[config.mk]
export PLATFORM = sky130hd
export DESIGN_NAME = chi_host_if
export DESIGN_NICKNAME = d
export VERILOG_FILES = /design/src/pkg/chi_pkg.sv /design/src/chi_sync.sv /design/src/chi_host_if.sv
export SDC_FILE = /design/constraint.sdc
export NUM_CORES = 1
export LEC_CHECK = 0
export BUFFER_PORTS_ARGS = -buffer_cell sky130_fd_sc_hd__buf_2
export CAP_MARGIN = 20
export CORE_ASPECT_RATIO = 1.75
export CORE_MARGIN = 4
export CORE_UTILIZATION = 67
export CTS_BUF_LIST = sky130_fd_sc_hd__clkbuf_4 sky130_fd_sc_hd__clkbuf_8
export CTS_CLUSTER_SIZE = 14
export DETAILED_ROUTE_END_ITERATION = 8
export HOLD_SLACK_MARGIN = 0.03
export PLACE_DENSITY = 0.88
export SLEW_MARGIN = 20
export SYNTH_ARGS = -nofsm -noshare
export SYNTH_HDL_FRONTEND = slang
export SYNTH_SLANG_ARGS = --single-unit
[constraint.sdc]
create_clock -name clk -period 7.95 [get_ports clk]
set_clock_uncertainty 0.15 [all_clocks]
set_input_delay 0.3975 -clock clk [delete_from_list [all_inputs] [get_ports clk]]
set_output_delay 0.3975 -clock clk [all_outputs]
set_load 0.01 [all_outputs]
[src/pkg/chi_pkg.sv]
// Constants for the charger serial host interface: bus address, register
// map, field layout, reset values, timing figures and threshold codes.
// Assumes a 25 MHz system clock; nothing else depends on the surroundings.
package chi_pkg;

  // ----------------------------------------------------------------------
  // Clock and timing
  // ----------------------------------------------------------------------
  localparam longint unsigned CLK_HZ           = 64'd25_000_000;
  localparam longint unsigned SAFETY_HOURS     = 64'd12;
  localparam longint unsigned SAFETY_CYCLES    =
    SAFETY_HOURS * 64'd3600 * CLK_HZ;
  localparam longint unsigned WDOG_UNIT_S      = 64'd40;
  localparam longint unsigned WDOG_UNIT_CYCLES = WDOG_UNIT_S * CLK_HZ;

  // ----------------------------------------------------------------------
  // Bus framing
  // ----------------------------------------------------------------------
  localparam logic [6:0] DEV_ADDR   = 7'h6A;
  localparam logic [3:0] BYTE_BITS  = 4'h8;
  localparam logic       DIR_READ   = 1'b1;

  // ----------------------------------------------------------------------
  // Register offsets
  // ----------------------------------------------------------------------
  localparam logic [7:0] OFS_INPUT_LIMIT = 8'h00;
  localparam logic [7:0] OFS_BOOST_VIN   = 8'h01;
  localparam logic [7:0] OFS_KICK        = 8'h03;
  localparam logic [7:0] OFS_WDOG_CFG    = 8'h07;
  localparam logic [7:0] OFS_FAULT       = 8'h0C;
  localparam logic [7:0] OFS_LAST        = 8'h14;
  localparam logic [7:0] BEYOND_DATA     = 8'hFF;

  // ----------------------------------------------------------------------
  // Field positions and reset values
  // ----------------------------------------------------------------------
  localparam int         HIZ_BIT       = 7;
  localparam int         PIN_EN_BIT    = 6;
  localparam int         KICK_BIT      = 6;
  localparam int         WDOG_LSB      = 4;
  localparam int         WDOG_FLAG_BIT = 7;
  localparam logic [7:0] INPUT_LIMIT_RST = 8'h08;
  localparam logic [7:0] BOOST_VIN_RST   = 8'h06;
  localparam logic [1:0] WDOG_PERIOD_RST = 2'h1;
  localparam logic [1:0] WDOG_OFF        = 2'h0;

  // ----------------------------------------------------------------------
  // Analog scale figures
  // ----------------------------------------------------------------------
  localparam logic [11:0] CURRENT_LIMIT_PIN_BASE_MA   = 12'h064;  // 100 mA
  localparam logic [11:0] CURRENT_LIMIT_PIN_STEP_MA   = 12'h032;  // 50 mA
  localparam logic [14:0] VOS_STEP_MV    = 15'h0064; // 100 mV
  localparam logic [14:0] VFLOOR_MIN_MV  = 15'h0F3C; // 3.9 V
  localparam logic [14:0] VFLOOR_MAX_MV  = 15'h3BC4; // 15.3 V
  localparam logic [13:0] HOT_CODE0      = 14'h0D93; // 34.75 % x100
  localparam logic [13:0] HOT_CODE1      = 14'h0EBF; // 37.75 % x100
  localparam logic [13:0] HOT_CODE2      = 14'h0C35; // 31.25 % x100
  localparam logic [13:0] COLD_CODE0     = 14'h1E14; // 77 % x100
  localparam logic [13:0] COLD_CODE1     = 14'h1F40; // 80 % x100

  typedef enum logic [2:0] {
    ST_IDLE = 3'b000,
    ST_ADDR = 3'b001,
    ST_REGA = 3'b010,
    ST_WDAT = 3'b011,
    ST_RDAT = 3'b100,
    ST_ACK  = 3'b101,
    ST_MACK = 3'b110
  } chi_state_type;

endpackage : chi_pkg

[src/chi_sync.sv]
// Two-stage synchroniser, one per bit, for the serial bus pins.
// Assumes inputs are asynchronous to clk; the outputs are safe to use.
`timescale 1ns/100ps
module chi_sync
  import chi_pkg::*;
#(
  parameter int W = 2
) (
  input  wire logic         clk,
  input  wire logic         rstn,
  input  wire logic [W-1:0] async_in,
  output logic      [W-1:0] sync_out
);

  // ----------------------------------------------------------------------
  // Per-bit flop pairs; idle bus level is high, so reset to ones
  // ----------------------------------------------------------------------
  genvar i;
  generate
    for (i = 0; i < W; i++) begin : g_bit
      logic meta_q, hold_q;
      always_ff @(posedge clk) begin
        if (!rstn) begin
          meta_q <= 1'b1;
          hold_q <= 1'b1;
        end else begin
          meta_q <= async_in[i];
          hold_q <= meta_q;
        end
      end
      // Each bit owns its flop pair and its own process, one per output bit
      assign sync_out[i] = hold_q;
    end
  endgenerate

endmodule : chi_sync

[src/chi_host_if.sv]
// Serial slave interface of the charger with register access and the
// host/default mode supervisor (watchdog and charge safety timer).
// Assumes the bus pins are open drain with external pull-ups and that the
// fault, detection and voltage inputs come from logic on clk.
//
// Behaviour
// - Data sampled on clock high, changed low
// - Start and stop framed by data edges
// - Eight bits, MSB first, then acknowledge
// - Slave may stretch clock between bytes; this one never stretches it
// - Receiver holds data low during ninth pulse
// - Seven-bit address then direction bit
// - Answer only to address 6A
// - Undefined register address gets not-acknowledge
// - Multi-byte access except fault register
// - Fault register latches, cleared by read
// - Thermistor fault field always live
// - Watchdog flag high in default mode
// - Power-on: default mode, registers default
// - Default mode charging under 12-hour timer
// - Any write enters host mode
// - Watchdog expiry resets most registers
// - Register 0x00 field layout and defaults
// - Detection overwrites input current limit
// - Boost hot and cold threshold selects
// - Input voltage floor offset, clamp, doubling
// - Reads above 0x14 return 0xFF
// - Standard and fast mode rates
`timescale 1ns/100ps
module chi_host_if
  import chi_pkg::*;
#(
  parameter longint unsigned SAFETY_LIMIT = SAFETY_CYCLES,
  parameter longint unsigned WDOG_UNIT    = WDOG_UNIT_CYCLES
) (
  input  wire logic        clk,
  input  wire logic        rstn,
  input  wire logic        scl_in,
  input  wire logic        sda_in,
  output logic             sda_out,
  output logic             sda_oe_n,
  input  wire logic [3:0]  fault_events,
  input  wire logic [2:0]  thermistor_fault,
  input  wire logic        detect_done,
  input  wire logic [5:0]  detect_limit,
  input  wire logic [13:0] input_voltage_floor,
  input  wire logic        vbus_above_6v,
  output logic             high_impedance_enable,
  output logic             current_pin_enable,
  output logic [11:0]      input_current_limit_ma,
  output logic [13:0]      boost_hot_threshold,
  output logic             boost_hot_protect_en,
  output logic [13:0]      boost_cold_threshold,
  output logic [14:0]      vfloor_mv,
  output logic             host_mode,
  output logic             charge_enable
);

  // ----------------------------------------------------------------------
  // Pin sampling and bus events
  // ----------------------------------------------------------------------
  logic [1:0] pins_s;
  logic       scl_prev_q, sda_prev_q;
  logic       scl_s, sda_s, scl_rise, scl_fall, bus_start, bus_stop;

  // Oversampling at 25 MHz leaves dozens of samples per 400 kHz bit
  chi_sync #(.W(2)) u_sync (
    .clk      (clk),
    .rstn     (rstn),
    .async_in ({scl_in, sda_in}),
    .sync_out (pins_s)
  );

  assign scl_s = pins_s[1];
  assign sda_s = pins_s[0];

  // Previous sample for edge finding
  always_ff @(posedge clk) begin
    if (!rstn) begin
      scl_prev_q <= 1'b1;
      sda_prev_q <= 1'b1;
    end else begin
      scl_prev_q <= scl_s;
      sda_prev_q <= sda_s;
    end
  end

  assign scl_rise  = scl_s && !scl_prev_q;
  assign scl_fall  = !scl_s && scl_prev_q;
  assign bus_start = scl_s && scl_prev_q && sda_prev_q && !sda_s;
  assign bus_stop  = scl_s && scl_prev_q && !sda_prev_q && sda_s;

  // ----------------------------------------------------------------------
  // Register state
  // ----------------------------------------------------------------------
  logic [7:0] input_limit_control_q, boost_temp_and_vin_offset_q;
  logic [1:0] wdog_period_q;
  logic [3:0] fault_latch_q;
  logic       host_mode_q;
  logic       wr_pulse, fault_rd, wdog_expire, host_entry;
  logic [7:0] wr_addr, wr_data;

  // Read mux; bit 7 of the fault register is the mode, not latched
  function automatic logic [7:0] read_byte(input logic [7:0] a);
    logic [7:0] v;
    v = 8'h00;
    if (a > OFS_LAST) begin
      v = BEYOND_DATA;
    end else if (a == OFS_INPUT_LIMIT) begin
      v = input_limit_control_q;
    end else if (a == OFS_BOOST_VIN) begin
      v = boost_temp_and_vin_offset_q;
    end else if (a == OFS_WDOG_CFG) begin
      v[WDOG_LSB+1:WDOG_LSB] = wdog_period_q;
    end else if (a == OFS_FAULT) begin
      v = {!host_mode_q, fault_latch_q, thermistor_fault};
    end
    return v;
  endfunction : read_byte

  // ----------------------------------------------------------------------
  // Serial protocol engine
  // ----------------------------------------------------------------------
  chi_state_type state_q, nxt_q;
  logic [7:0]    shift_q, tx_q, ptr_q;
  logic [3:0]    cnt_q;
  logic          drive_q, rw_q, first_q, mnack_q;
  logic          addr_hit, reg_ok, wbyte_ok, rd_ok;
  logic [7:0]    rd_byte;

  assign addr_hit = shift_q[7:1] == DEV_ADDR;
  assign reg_ok   = shift_q <= OFS_LAST;
  // Fault register only as the first byte of an access
  assign wbyte_ok = (ptr_q <= OFS_LAST) &&
                    (first_q || ptr_q != OFS_FAULT);
  assign rd_ok    = first_q || ptr_q != OFS_FAULT;
  // Fault register past the first byte reads as zeros and is not cleared
  assign rd_byte  = rd_ok ? read_byte(ptr_q) : 8'h00;

  assign wr_pulse   = scl_fall && state_q == ST_WDAT &&
                      cnt_q == BYTE_BITS && wbyte_ok;
  assign wr_addr    = ptr_q;
  assign wr_data    = shift_q;
  assign host_entry = scl_fall && state_q == ST_ADDR &&
                      cnt_q == BYTE_BITS && addr_hit &&
                      shift_q[0] != DIR_READ;
  assign fault_rd   = scl_fall && ptr_q == OFS_FAULT && first_q &&
                      ((state_q == ST_ACK && nxt_q == ST_RDAT) ||
                       (state_q == ST_MACK && !mnack_q));

  // Byte engine; sample on rising clock, change data on falling clock
  always_ff @(posedge clk) begin
    if (!rstn) begin
      state_q <= ST_IDLE;
      nxt_q   <= ST_IDLE;
      shift_q <= 8'h00;
      tx_q    <= 8'h00;
      ptr_q   <= 8'h00;
      cnt_q   <= 4'h0;
      drive_q <= 1'b0;
      rw_q    <= 1'b0;
      first_q <= 1'b0;
      mnack_q <= 1'b0;
    end else if (bus_start) begin
      state_q <= ST_ADDR;
      cnt_q   <= 4'h0;
      drive_q <= 1'b0;
    end else if (bus_stop) begin
      state_q <= ST_IDLE;
      drive_q <= 1'b0;
    end else if (scl_rise) begin
      if (state_q == ST_ADDR || state_q == ST_REGA ||
          state_q == ST_WDAT) begin
        shift_q <= {shift_q[6:0], sda_s};
        cnt_q   <= cnt_q + 4'h1;
      end else if (state_q == ST_RDAT) begin
        cnt_q <= cnt_q + 4'h1;
      end else if (state_q == ST_MACK) begin
        mnack_q <= sda_s;
      end
    end else if (scl_fall) begin
      unique case (state_q)
        ST_IDLE: begin
          drive_q <= 1'b0;
        end
        ST_ADDR: begin
          if (cnt_q == BYTE_BITS) begin
            if (addr_hit) begin
              rw_q    <= shift_q[0];
              drive_q <= 1'b1;
              state_q <= ST_ACK;
              nxt_q   <= (shift_q[0] == DIR_READ) ? ST_RDAT : ST_REGA;
              first_q <= 1'b1;
            end else begin
              state_q <= ST_IDLE;
            end
          end
        end
        ST_REGA: begin
          if (cnt_q == BYTE_BITS) begin
            if (reg_ok) begin
              ptr_q   <= shift_q;
              drive_q <= 1'b1;
              state_q <= ST_ACK;
              nxt_q   <= ST_WDAT;
            end else begin
              state_q <= ST_IDLE;
            end
          end
        end
        ST_WDAT: begin
          if (cnt_q == BYTE_BITS) begin
            if (wbyte_ok) begin
              ptr_q   <= ptr_q + 8'h01;
              first_q <= 1'b0;
              drive_q <= 1'b1;
              state_q <= ST_ACK;
              nxt_q   <= ST_WDAT;
            end else begin
              state_q <= ST_IDLE;
            end
          end
        end
        ST_ACK: begin
          cnt_q   <= 4'h0;
          state_q <= nxt_q;
          if (nxt_q == ST_RDAT) begin
            tx_q    <= rd_byte;
            drive_q <= !rd_byte[7];
            ptr_q   <= ptr_q + 8'h01;
            first_q <= 1'b0;
          end else begin
            drive_q <= 1'b0;
          end
        end
        ST_RDAT: begin
          if (cnt_q == BYTE_BITS) begin
            drive_q <= 1'b0; // Release for the master's acknowledge
            state_q <= ST_MACK;
          end else begin
            tx_q    <= {tx_q[6:0], 1'b0};
            drive_q <= !tx_q[6];
          end
        end
        ST_MACK: begin
          if (mnack_q) begin
            state_q <= ST_IDLE;
          end else begin
            cnt_q   <= 4'h0;
            state_q <= ST_RDAT;
            tx_q    <= rd_byte;
            drive_q <= !rd_byte[7];
            ptr_q   <= ptr_q + 8'h01;
          end
        end
        default: begin
          state_q <= ST_IDLE;
          drive_q <= 1'b0;
        end
      endcase
    end
  end

  // Pull-down only; clock is never stretched since data is always ready
  assign sda_out  = 1'b0;
  assign sda_oe_n = !drive_q;

  // ----------------------------------------------------------------------
  // Watchdog and mode
  // ----------------------------------------------------------------------
  logic [33:0] wdog_cnt_q;
  logic [33:0] wdog_limit;
  logic        kick;

  assign kick = wr_pulse && wr_addr == OFS_KICK && wr_data[KICK_BIT];
  assign wdog_limit  = 34'(wdog_period_q) * 34'(WDOG_UNIT);
  assign wdog_expire = host_mode_q && wdog_period_q != WDOG_OFF &&
                       wdog_cnt_q >= wdog_limit;

  // Counter restarts on any write or kick; period 00 stops it
  always_ff @(posedge clk) begin
    if (!rstn || !host_mode_q || kick || wr_pulse ||
        wdog_period_q == WDOG_OFF) begin
      wdog_cnt_q <= 34'h0;
    end else begin
      wdog_cnt_q <= wdog_cnt_q + 34'h1;
    end
  end

  // Host mode entry by write, leave on expiry; power-on is default mode
  always_ff @(posedge clk) begin
    if (!rstn) begin
      host_mode_q <= 1'b0;
    end else if (host_entry) begin
      host_mode_q <= 1'b1;
    end else if (wdog_expire) begin
      host_mode_q <= 1'b0;
    end
  end

  // ----------------------------------------------------------------------
  // Control registers
  // ----------------------------------------------------------------------
  // Detection wins over a host write of the current limit field
  always_ff @(posedge clk) begin
    if (!rstn) begin
      input_limit_control_q       <= INPUT_LIMIT_RST;
      boost_temp_and_vin_offset_q       <= BOOST_VIN_RST;
      wdog_period_q <= WDOG_PERIOD_RST;
    end else begin
      if (wdog_expire) begin
        input_limit_control_q[7:6]  <= INPUT_LIMIT_RST[7:6];
        boost_temp_and_vin_offset_q[7:5]  <= BOOST_VIN_RST[7:5];
        wdog_period_q <= WDOG_PERIOD_RST;
      end else if (wr_pulse) begin
        if (wr_addr == OFS_INPUT_LIMIT) begin
          input_limit_control_q <= wr_data;
        end
        if (wr_addr == OFS_BOOST_VIN) begin
          boost_temp_and_vin_offset_q <= wr_data;
        end
        if (wr_addr == OFS_WDOG_CFG) begin
          wdog_period_q <= wr_data[WDOG_LSB+1:WDOG_LSB];
        end
      end
      if (detect_done) begin
        input_limit_control_q[5:0] <= detect_limit;
      end
    end
  end

  // Faults accumulate; a read reloads with present faults so none is lost
  always_ff @(posedge clk) begin
    if (!rstn) begin
      fault_latch_q <= 4'h0;
    end else if (fault_rd) begin
      fault_latch_q <= fault_events;
    end else begin
      fault_latch_q <= fault_latch_q | fault_events;
    end
  end

  // ----------------------------------------------------------------------
  // Safety timer for default mode
  // ----------------------------------------------------------------------
  logic [49:0] safety_cnt_q;
  logic        safety_done_q;

  always_ff @(posedge clk) begin
    if (!rstn || host_mode_q) begin
      safety_cnt_q  <= 50'h0;
      safety_done_q <= 1'b0;
    end else if (safety_cnt_q >= 50'(SAFETY_LIMIT - 64'd1)) begin
      safety_done_q <= 1'b1;
    end else begin
      safety_cnt_q <= safety_cnt_q + 50'h1;
    end
  end

  // ----------------------------------------------------------------------
  // Decoded outputs, registered
  // ----------------------------------------------------------------------
  logic [14:0] vos_mv, vsum;

  assign vos_mv = 15'(boost_temp_and_vin_offset_q[4:0]) * VOS_STEP_MV *
                  (vbus_above_6v ? 15'h2 : 15'h1);
  assign vsum   = 15'(input_voltage_floor) + vos_mv;

  always_ff @(posedge clk) begin
    if (!rstn) begin
      high_impedance_enable  <= 1'b0;
      current_pin_enable     <= 1'b0;
      input_current_limit_ma <= 12'h000;
      boost_hot_threshold    <= 14'h0000;
      boost_hot_protect_en   <= 1'b0;
      boost_cold_threshold   <= 14'h0000;
      vfloor_mv              <= 15'h0000;
      host_mode              <= 1'b0;
      charge_enable          <= 1'b0;
    end else begin
      high_impedance_enable  <= input_limit_control_q[HIZ_BIT];
      current_pin_enable     <= input_limit_control_q[PIN_EN_BIT];
      input_current_limit_ma <= CURRENT_LIMIT_PIN_BASE_MA +
                                12'(input_limit_control_q[5:0]) * CURRENT_LIMIT_PIN_STEP_MA;
      unique case (boost_temp_and_vin_offset_q[7:6])
        2'b00: boost_hot_threshold <= HOT_CODE0;
        2'b01: boost_hot_threshold <= HOT_CODE1;
        2'b10: boost_hot_threshold <= HOT_CODE2;
        2'b11: boost_hot_threshold <= 14'h0000;
      endcase
      boost_hot_protect_en <= boost_temp_and_vin_offset_q[7:6] != 2'b11;
      boost_cold_threshold <= boost_temp_and_vin_offset_q[5] ? COLD_CODE1 : COLD_CODE0;
      vfloor_mv <= (vsum < VFLOOR_MIN_MV) ? VFLOOR_MIN_MV :
                   (vsum > VFLOOR_MAX_MV) ? VFLOOR_MAX_MV : vsum;
      host_mode     <= host_mode_q;
      charge_enable <= !safety_done_q;
    end
  end
endmodule : chi_host_if

==> metrics.md, run 1 <==
| Metric | Value |
|---|---|
| Hold Startpoint | `detect_limit[5]` |
| Post-route non-filler standard cell count | `1,638` |
| Initial antenna violation count | `2` |
| Vias in the first global route | `10,100` |
| Cells after Synth | `1,348` |
| Boundary Pins | `95` |
| Max Cap Viol | `0` |
| Number of flops mapped to enable cells by yosys | `0` |
| Final ANT Viol Nets | `0` |
| Worst skew pair latency | `500 ps` |
| DP Area | `11,700 µm²` |
| Register area share after synthesis | `33.3%` |
| Area Growth Syn to Fin | `7.64%` |
| Dpl hpwl | `20.7 mm` |
| Post-DR wirelength/cell | `17.4 µm` |
| Unrepaired setup endpoints after global routing | `false` |
| Cts repair resizes | `0` |
| Number of buffers added on ports | `83` |
| Critical path endpoint category | `flop` |
| Starting DRC count in detailed routing | `790` |
| All-Layer GR Usage | `29.6%` |
| Final Max Slew Viols | `0` |
| CP required | `8160 ps` |
| Leak | `4.83 nW` |
| TritonCTS clock tree | `yes` |
| Peak VDD IR | `0.000115 V` |
| CP Launch Type | `flop` |
| Total die area | `19,100 µm²` |
| Die X-Extent | `106 µm` |
| Final Cycle Share | `74.1%` |
| Depth of the CTS H-tree | `4` |
| Vias post-DR | `10,300` |
| Largest net degree at the start of global routing | `63` |
| Critical path class | `flop to flop` |
| FF-to-FF path depth | `19` |
| Fraction of layout cells with a size suffix above 1 | `11.8%` |
| Hold Path Class | `input pin to flop` |
| Post-synth cell types | `88` |
| PD cells | `156 nW/µm²` |
| First-pass GRT wire length | `47.3 mm` |
| R2r startpoint | `boost_temp_and_vin_offset_q[1]$_SDFFE_PN1P_` |
| Arr. time, crit path | `6100 ps` |
| Tmin final | `5890 ps` |
| Pre-antenna DRT Iters | `5` |
| Initial Util | `68.5%` |
| CTS Buffer Depth | `2` |
| Critical R2R Capture | `vfloor_mv[4]$_SDFF_PN0_` |
| Peak fanout along the critical path | `12` |
| Clock slew at reported path FFs | `120 ps` |
| F_max | `170 MHz` |
| Hold endpoint | `input_limit_control_q[5]$_SDFFE_PN0P_` |
| Flop2flop setup slack | `2060 ps` |
| CTS Buf Count | `17` |
| # nets final | `1,528` |
| Grt total ovfl | `0` |
| Asr flop ratio synth | `0%` |
| Dpl cells | `1,593` |
| Fin. Hold Viols | `0` |
| # rows | `62` |
| CORE AREA | `16,500 µm²` |
| # DRC | `0` |
| Die height | `180 µm` |
| Design area | `12,200 µm²` |
| Root Driver | `clkbuf_8` |
| Worst Tran Pin Value | `892 ps` |
| Hold path depth | `3` |
| Rel. slew slack | `40.5%` |
| Yosys warns | `0` |
| Post-Route WL | `28.5 mm` |
| RD Place Congestion | `0.946` |
| Setup violations, final | `0` |
| Vias per Instance | `6.32` |
| Status | `finished, final reports clean` |
| Seq cells post-synth | `188` |
| Clk sinks | `188` |
| Post-synthesis instance area | `11,300 µm²` |
| Synth Flop Type | `dfxtp_1` |
| Finished Core Util | `73.7%` |
| Syn Area/Cell | `8.40 µm²` |
| Final setup TNS | `0 ps` |
## placed cells by master, fill, tap and decap left out, types with 14 or more instances in the layout
cell type / synthesis / final
xor2_1: 33 / 33
a21oi_1: 84 / 84
dfxtp_1: 188 / 188
xnor2_1: 36 / 36
and2_1: 29 / 29
nand2_1: 112 / 112
mux2i_1: 30 / 30
nand4_1: 32 / 32
or3_1: 21 / 20
buf_2: 9 / 83
ha_1: 93 / 93
nand3_1: 48 / 48
nor2_1: 130 / 130
clkbuf_8: 0 / 17
inv_1: 56 / 56
nor3_1: 27 / 27
nand2b_1: 14 / 14
nor4_1: 15 / 15
o21ai_0: 76 / 76
## area by class of cell
cell class                 count  area, µm²
antenna                        2       5.00
clock buffer                  17        234
clock inverter                15        163
fill                        1301       4340
inverter                      57        214
multi-input combinational   1036       6960
sequential                   188       3760
tap                          224        280
timing repair buffer          99        563
## layer usage
layer  vias to the layer above  wire [µm]  GRT usage (%)  share of wire, %
li1                       4929          -              -                 -
met1                      4903      10400           30.8                37
met2                       407      15100           54.6                53
met3                       108       1510           5.06               5.3
met4                         0       1460           17.3               5.1
met5                         -          0              0                 0
## sequential cells by signal, indices dropped and copies added (netlist names), 3 cells and up
| register | count |
|---|---|
| tx_q | 7 |
| safety_cnt_q | 50 |
| wdog_cnt_q | 34 |
| cnt_q | 4 |
| input_current_limit_ma | 11 |
| boost_temp_and_vin_offset_q | 8 |
| ptr_q | 8 |
| state_q | 3 |
| boost_cold_threshold | 3 |
| boost_hot_threshold | 4 |
| vfloor_mv | 15 |
| fault_latch_q | 4 |
| shift_q | 8 |
| input_limit_control_q | 8 |
| nxt_q | 3 |
## power by group
part	leakage (nW)	switching (mW)	internal (mW)
clock	0.204	0.400	0.239
sequential	1.53	0.0170	0.973
combinational	3.10	0.162	0.110
## stage by stage
step	power, mW	worst slack (ps)	hold WS, ps
3_3_place_gp	1.27	2390	238
2_1_floorplan	1.20	3060	236
3_5_place_dp	1.27	2140	245
4_1_cts	1.91	2130	45.7
6_report	1.90	2060	68.0
5_1_grt	1.98	1570	86.5
## Yosys cell counts, types with 11 or more instances
cell      instances  area (µm²)
nand3_1          48         240
clkbuf_1         37         139
nand2b_1         14        87.6
o21ai_0          76         380
inv_1            56         210
mux2i_1          30         300
buf_4            25         188
dfxtp_1         188        3760
and2_1           29         181
nand2_1         112         420
a21oi_1          84         420
nand4_1          32         200
o21a_1           11        82.6
nor4_1           15        93.8
a211oi_1         13        97.6
ha_1             93        1160
nor2_1          130         488
xor2_1           33         289
and3_1           11        68.8
or2_2            11        68.8
xnor2_1          36         315
nor3_1           27         135
or3_1            21         131
nor2b_1          13        81.3
## logic make-up (layout without fill, tap and decap cells)
logic type	count (synthesis)	in the layout	share of synthesized area (%)
AOI/OAI and AO/OA	299	299	17.2
buffers and inverters	136	188	5.69
and+or+nand+nor	526	526	24.7
adders and majority gates	96	96	10.8
muxes	33	33	2.95
other	1	15	0.0331
DFF	188	188	33.3
xor gates and xnor gates	69	69	5.34
## worst max path at each step
stage	slack [ps]	end	start	cells after the start
6_report	2060	vfloor_mv[4]$_SDFF_PN0_	boost_temp_and_vin_offset_q[1]$_SDFFE_PN1P_	19
5_1_grt	1570	vfloor_mv[4]$_SDFF_PN0_	boost_temp_and_vin_offset_q[1]$_SDFFE_PN1P_	19
4_1_cts	2130	vfloor_mv[4]$_SDFF_PN0_	boost_temp_and_vin_offset_q[1]$_SDFFE_PN1P_	19
3_5_place_dp	2140	vfloor_mv[4]$_SDFF_PN0_	boost_temp_and_vin_offset_q[1]$_SDFFE_PN1P_	19
3_3_place_gp	2390	vfloor_mv[3]$_SDFF_PN0_	boost_temp_and_vin_offset_q[1]$_SDFFE_PN1P_	19
2_1_floorplan	3060	vfloor_mv[0]$_SDFF_PP0_	boost_temp_and_vin_offset_q[0]$_SDFFE_PN0P_	19
## critical path, stage by stage (launching register included)
cell and delay [ps]:
dfxtp_1 470, ha_1 290, ha_1 300, ha_1 220, fa_1 410, xor2_1 450, nor2_1 130, o21bai_1 200
nor4b_1 410, xor2_1 130, nand2_1 80, o21ai_0 80, ha_1 360, and2_1 230, o211a_1 130, a221o_1 350
o221ai_1 280, o21ai_0 160, a21oi_1 710, o21ai_0 210
## timing repair
action,in CTS,in global routing
setup buffers,0,0
endpoints found under the setup margin,0,0
hold buffers,11,0
hold endpoints to repair,11,0
(Power assumes the default switching activity.)
==> run 2: changes to the inputs <==
- CORE_UTILIZATION: 67 -> 63
- PLACE_DENSITY: 0.88 -> 0.83
- clock period: 7.95 -> 5.8 ns (I/O delays scaled with it)
==> metrics.md, run 2 (same netlist as run 1, synthesis figures left out) <==
| Metric | Value |
|---|---|
| Status | `finished, final reports clean (unchanged)` |
| Final Max Slew Viols | `0 (unchanged)` |
| Setup violations, final | `0 (unchanged)` |
| Final worst slack | `344 ps (was 2060 ps)` |
| Clk sinks | `188 (unchanged)` |
| Max reg flops | `50 (unchanged)` |
| CTS Buffer Depth | `2 (unchanged)` |
| Critical path class | `flop to flop (unchanged)` |
| CORE AREA | `17,500 µm² (was 16,500 µm²)` |
| Max Cap Viol | `0 (unchanged)` |
| Vias post-DR | `10,100 (was 10,300)` |
| Unrepaired setup endpoints after global routing | `false (unchanged)` |
| Finished Core Util | `69.9% (was 73.7%)` |
| Peak fanout along the critical path | `7 (was 12)` |
| Dpl hpwl | `20.9 mm (was 20.7 mm)` |
| Total die area | `20,300 µm² (was 19,100 µm²)` |
| Tmin final | `5460 ps (was 5890 ps)` |
| Peak VDD IR | `0.000159 V (was 0.000115 V)` |
| Arr. time, crit path | `5680 ps (was 6100 ps)` |
| Worst Tran Pin Value | `825 ps (was 892 ps)` |
| F_max | `183 MHz (was 170 MHz)` |
| Final setup TNS | `0 ps (unchanged)` |
| Boundary Pins | `95 (unchanged)` |
| Post-DR wirelength/cell | `16.9 µm (was 17.4 µm)` |
| Area Growth Syn to Fin | `8.37% (was 7.64%)` |
| Number of fill cells | `1,423 (was 1,301)` |
| Rel. slew slack | `44.5% (was 40.5%)` |
| Fin. Hold Viols | `0 (unchanged)` |
| Reg area | `3760 µm² (unchanged)` |
| Hold Path Class | `input pin to flop (unchanged)` |
| Largest net degree at the start of global routing | `63 (unchanged)` |
| Most common cell after layout, fill and taps aside | `dfxtp_1 (unchanged)` |
| # DRC | `0 (unchanged)` |
| Top Registers | `safety_cnt_q (50), wdog_cnt_q (34), vfloor_mv (15) (unchanged)` |
| # nets final | `1,532 (was 1,528)` |
| Vias in the first global route | `9,991 (was 10,100)` |
| Post-Route WL | `27.8 mm (was 28.5 mm)` |
| Grt total ovfl | `0 (unchanged)` |
| Fraction of layout cells with a size suffix above 1 | `11.8% (about the same)` |
| Area of the multi-input gates | `6990 µm² (was 6960 µm²)` |
| Die X-Extent | `109 µm (was 106 µm)` |
| Die height | `185 µm (was 180 µm)` |
| Root Driver | `clkbuf_8 (unchanged)` |
| CTS Buf Count | `17 (unchanged)` |
| DP Area | `11,700 µm² (about the same)` |
| CP Launch Type | `flop (unchanged)` |
| All-Layer GR Usage | `28.1% (was 29.6%)` |
| Total power | `2.64 mW (was 1.90 mW)` |
| Initial antenna violation count | `0 (was 2)` |
| Leak | `4.84 nW (was 4.83 nW)` |
| Largest register by flop count | `safety_cnt_q (unchanged)` |
| TritonCTS clock tree | `yes (unchanged)` |
| Design area | `12,300 µm² (was 12,200 µm²)` |
| Postcts setup bufs | `0 (unchanged)` |
| Most frequent cells in the layout | `188 x dfxtp_1, 130 x nor2_1, 112 x nand2_1 (unchanged)` |
| # rows | `64 (was 62)` |
| Vias per Instance | `6.17 (was 6.32)` |
| Initial Util | `64.5% (was 68.5%)` |
| Depth of the CTS H-tree | `4 (unchanged)` |
| First-pass GRT wire length | `46.0 mm (was 47.3 mm)` |
| RD Place Congestion | `0.918 (was 0.946)` |
| Number of buffers added on ports | `83 (unchanged)` |
| PD cells | `216 nW/µm² (was 156 nW/µm²)` |
| Pre-antenna DRT Iters | `6 (was 5)` |
| Final ANT Viol Nets | `0 (unchanged)` |
| Clock slew at reported path FFs | `100 ps (was 120 ps)` |
| CP required | `6030 ps (was 8160 ps)` |
| Critical path endpoint category | `flop (unchanged)` |
| Final Cycle Share | `94.1% (was 74.1%)` |
| Placement Setup Slack | `249 ps (was 2140 ps)` |
| Starting DRC count in detailed routing | `741 (was 790)` |
| Worst skew pair latency | `480 ps (was 500 ps)` |
run 2: cell count changes in the layout (fill, tap and decap cells not counted), moves of 2 or more:
cell / delta
clkinvlp_4: +5
inv_8: -5
inv_6: -4
bufinv_16: +3
clkinv_8: -3
dlygate4sd3_1: +3
clkbuf_8: +2
run 2: metrics by stage:
| step | cells | hold slack [ps] |
|---|---|---|
| final | 1646 | 69.6 |
| after global routing | 1645 | 47.7 |
| after detailed placement | 1601 | 248 |
| after global placement | 1601 | 240 |
| after floorplan | 1360 | 168 |
| after CTS | 1645 | 32.3 |
run 2: report_power, final:
part / switching, mW / leakage (nW) / internal (mW)
clock: 0.463 / 0.193 / 0.449
combinational: 0.225 / 3.12 / 0.153
sequential: 0.0223 / 1.53 / 1.33
total: 0.710 / 4.84 / 1.93
run 2: routing by layer:
metal,routed length [µm],up-vias,global-route usage (%)
met3,1260,120,4.71
met5,0,-,0
met1,10100,4764,28.4
met4,1540,0,17.6
li1,-,4929,-
met2,14900,335,51.9
run 2: area by class of cell:
cell class / instances / area share, %
multi-input combinational: 1036 / 57.0
sequential: 188 / 30.7
timing repair buffer: 103 / 4.90
tap: 231 / 2.36
clock buffer: 20 / 2.19
inverter: 57 / 1.74
clock inverter: 10 / 1.15
antenna: 1 / 0.0204
run 2: timing repair:
action | CTS | global route
gates resized for setup | 0 | 3
endpoints found under the setup margin | 0 | 12
hold endpoints to repair | 14 | 0
hold buffers | 14 | 0
run 2: worst paths after layout:
path / start / endpoint / cells past startpoint / slack [ps]
hold / removal: input_voltage_floor[2] / vfloor_mv[2]$_SDFF_PN0_ / 3 / 70
setup / recovery: boost_temp_and_vin_offset_q[0]$_SDFFE_PN0P_ / vfloor_mv[10]$_SDFF_PN0_ / 19 / 340
hold reg to reg: u_sync.g_bit[0].meta_q$_SDFF_PN1_ / u_sync.g_bit[0].hold_q$_SDFF_PN1_ / 1 / 270
setup reg to reg: boost_temp_and_vin_offset_q[0]$_SDFFE_PN0P_ / vfloor_mv[10]$_SDFF_PN0_ / 19 / 340
run 2: critical path: stages (launching register included):
cell      delay [ps]
dfxtp_1          450
ha_1             280
ha_1             310
ha_1             220
fa_1             430
xor2_2           330
nor2_1           110
o21bai_1         200
nor4b_2          290
xor2_1           170
nand2_1           70
o21ai_0           90
ha_1             320
a21oi_1          270
or3b_2           460
o21ai_0          190
o221ai_1         220
a311oi_4         490
nand2_1          170
o31ai_1          120
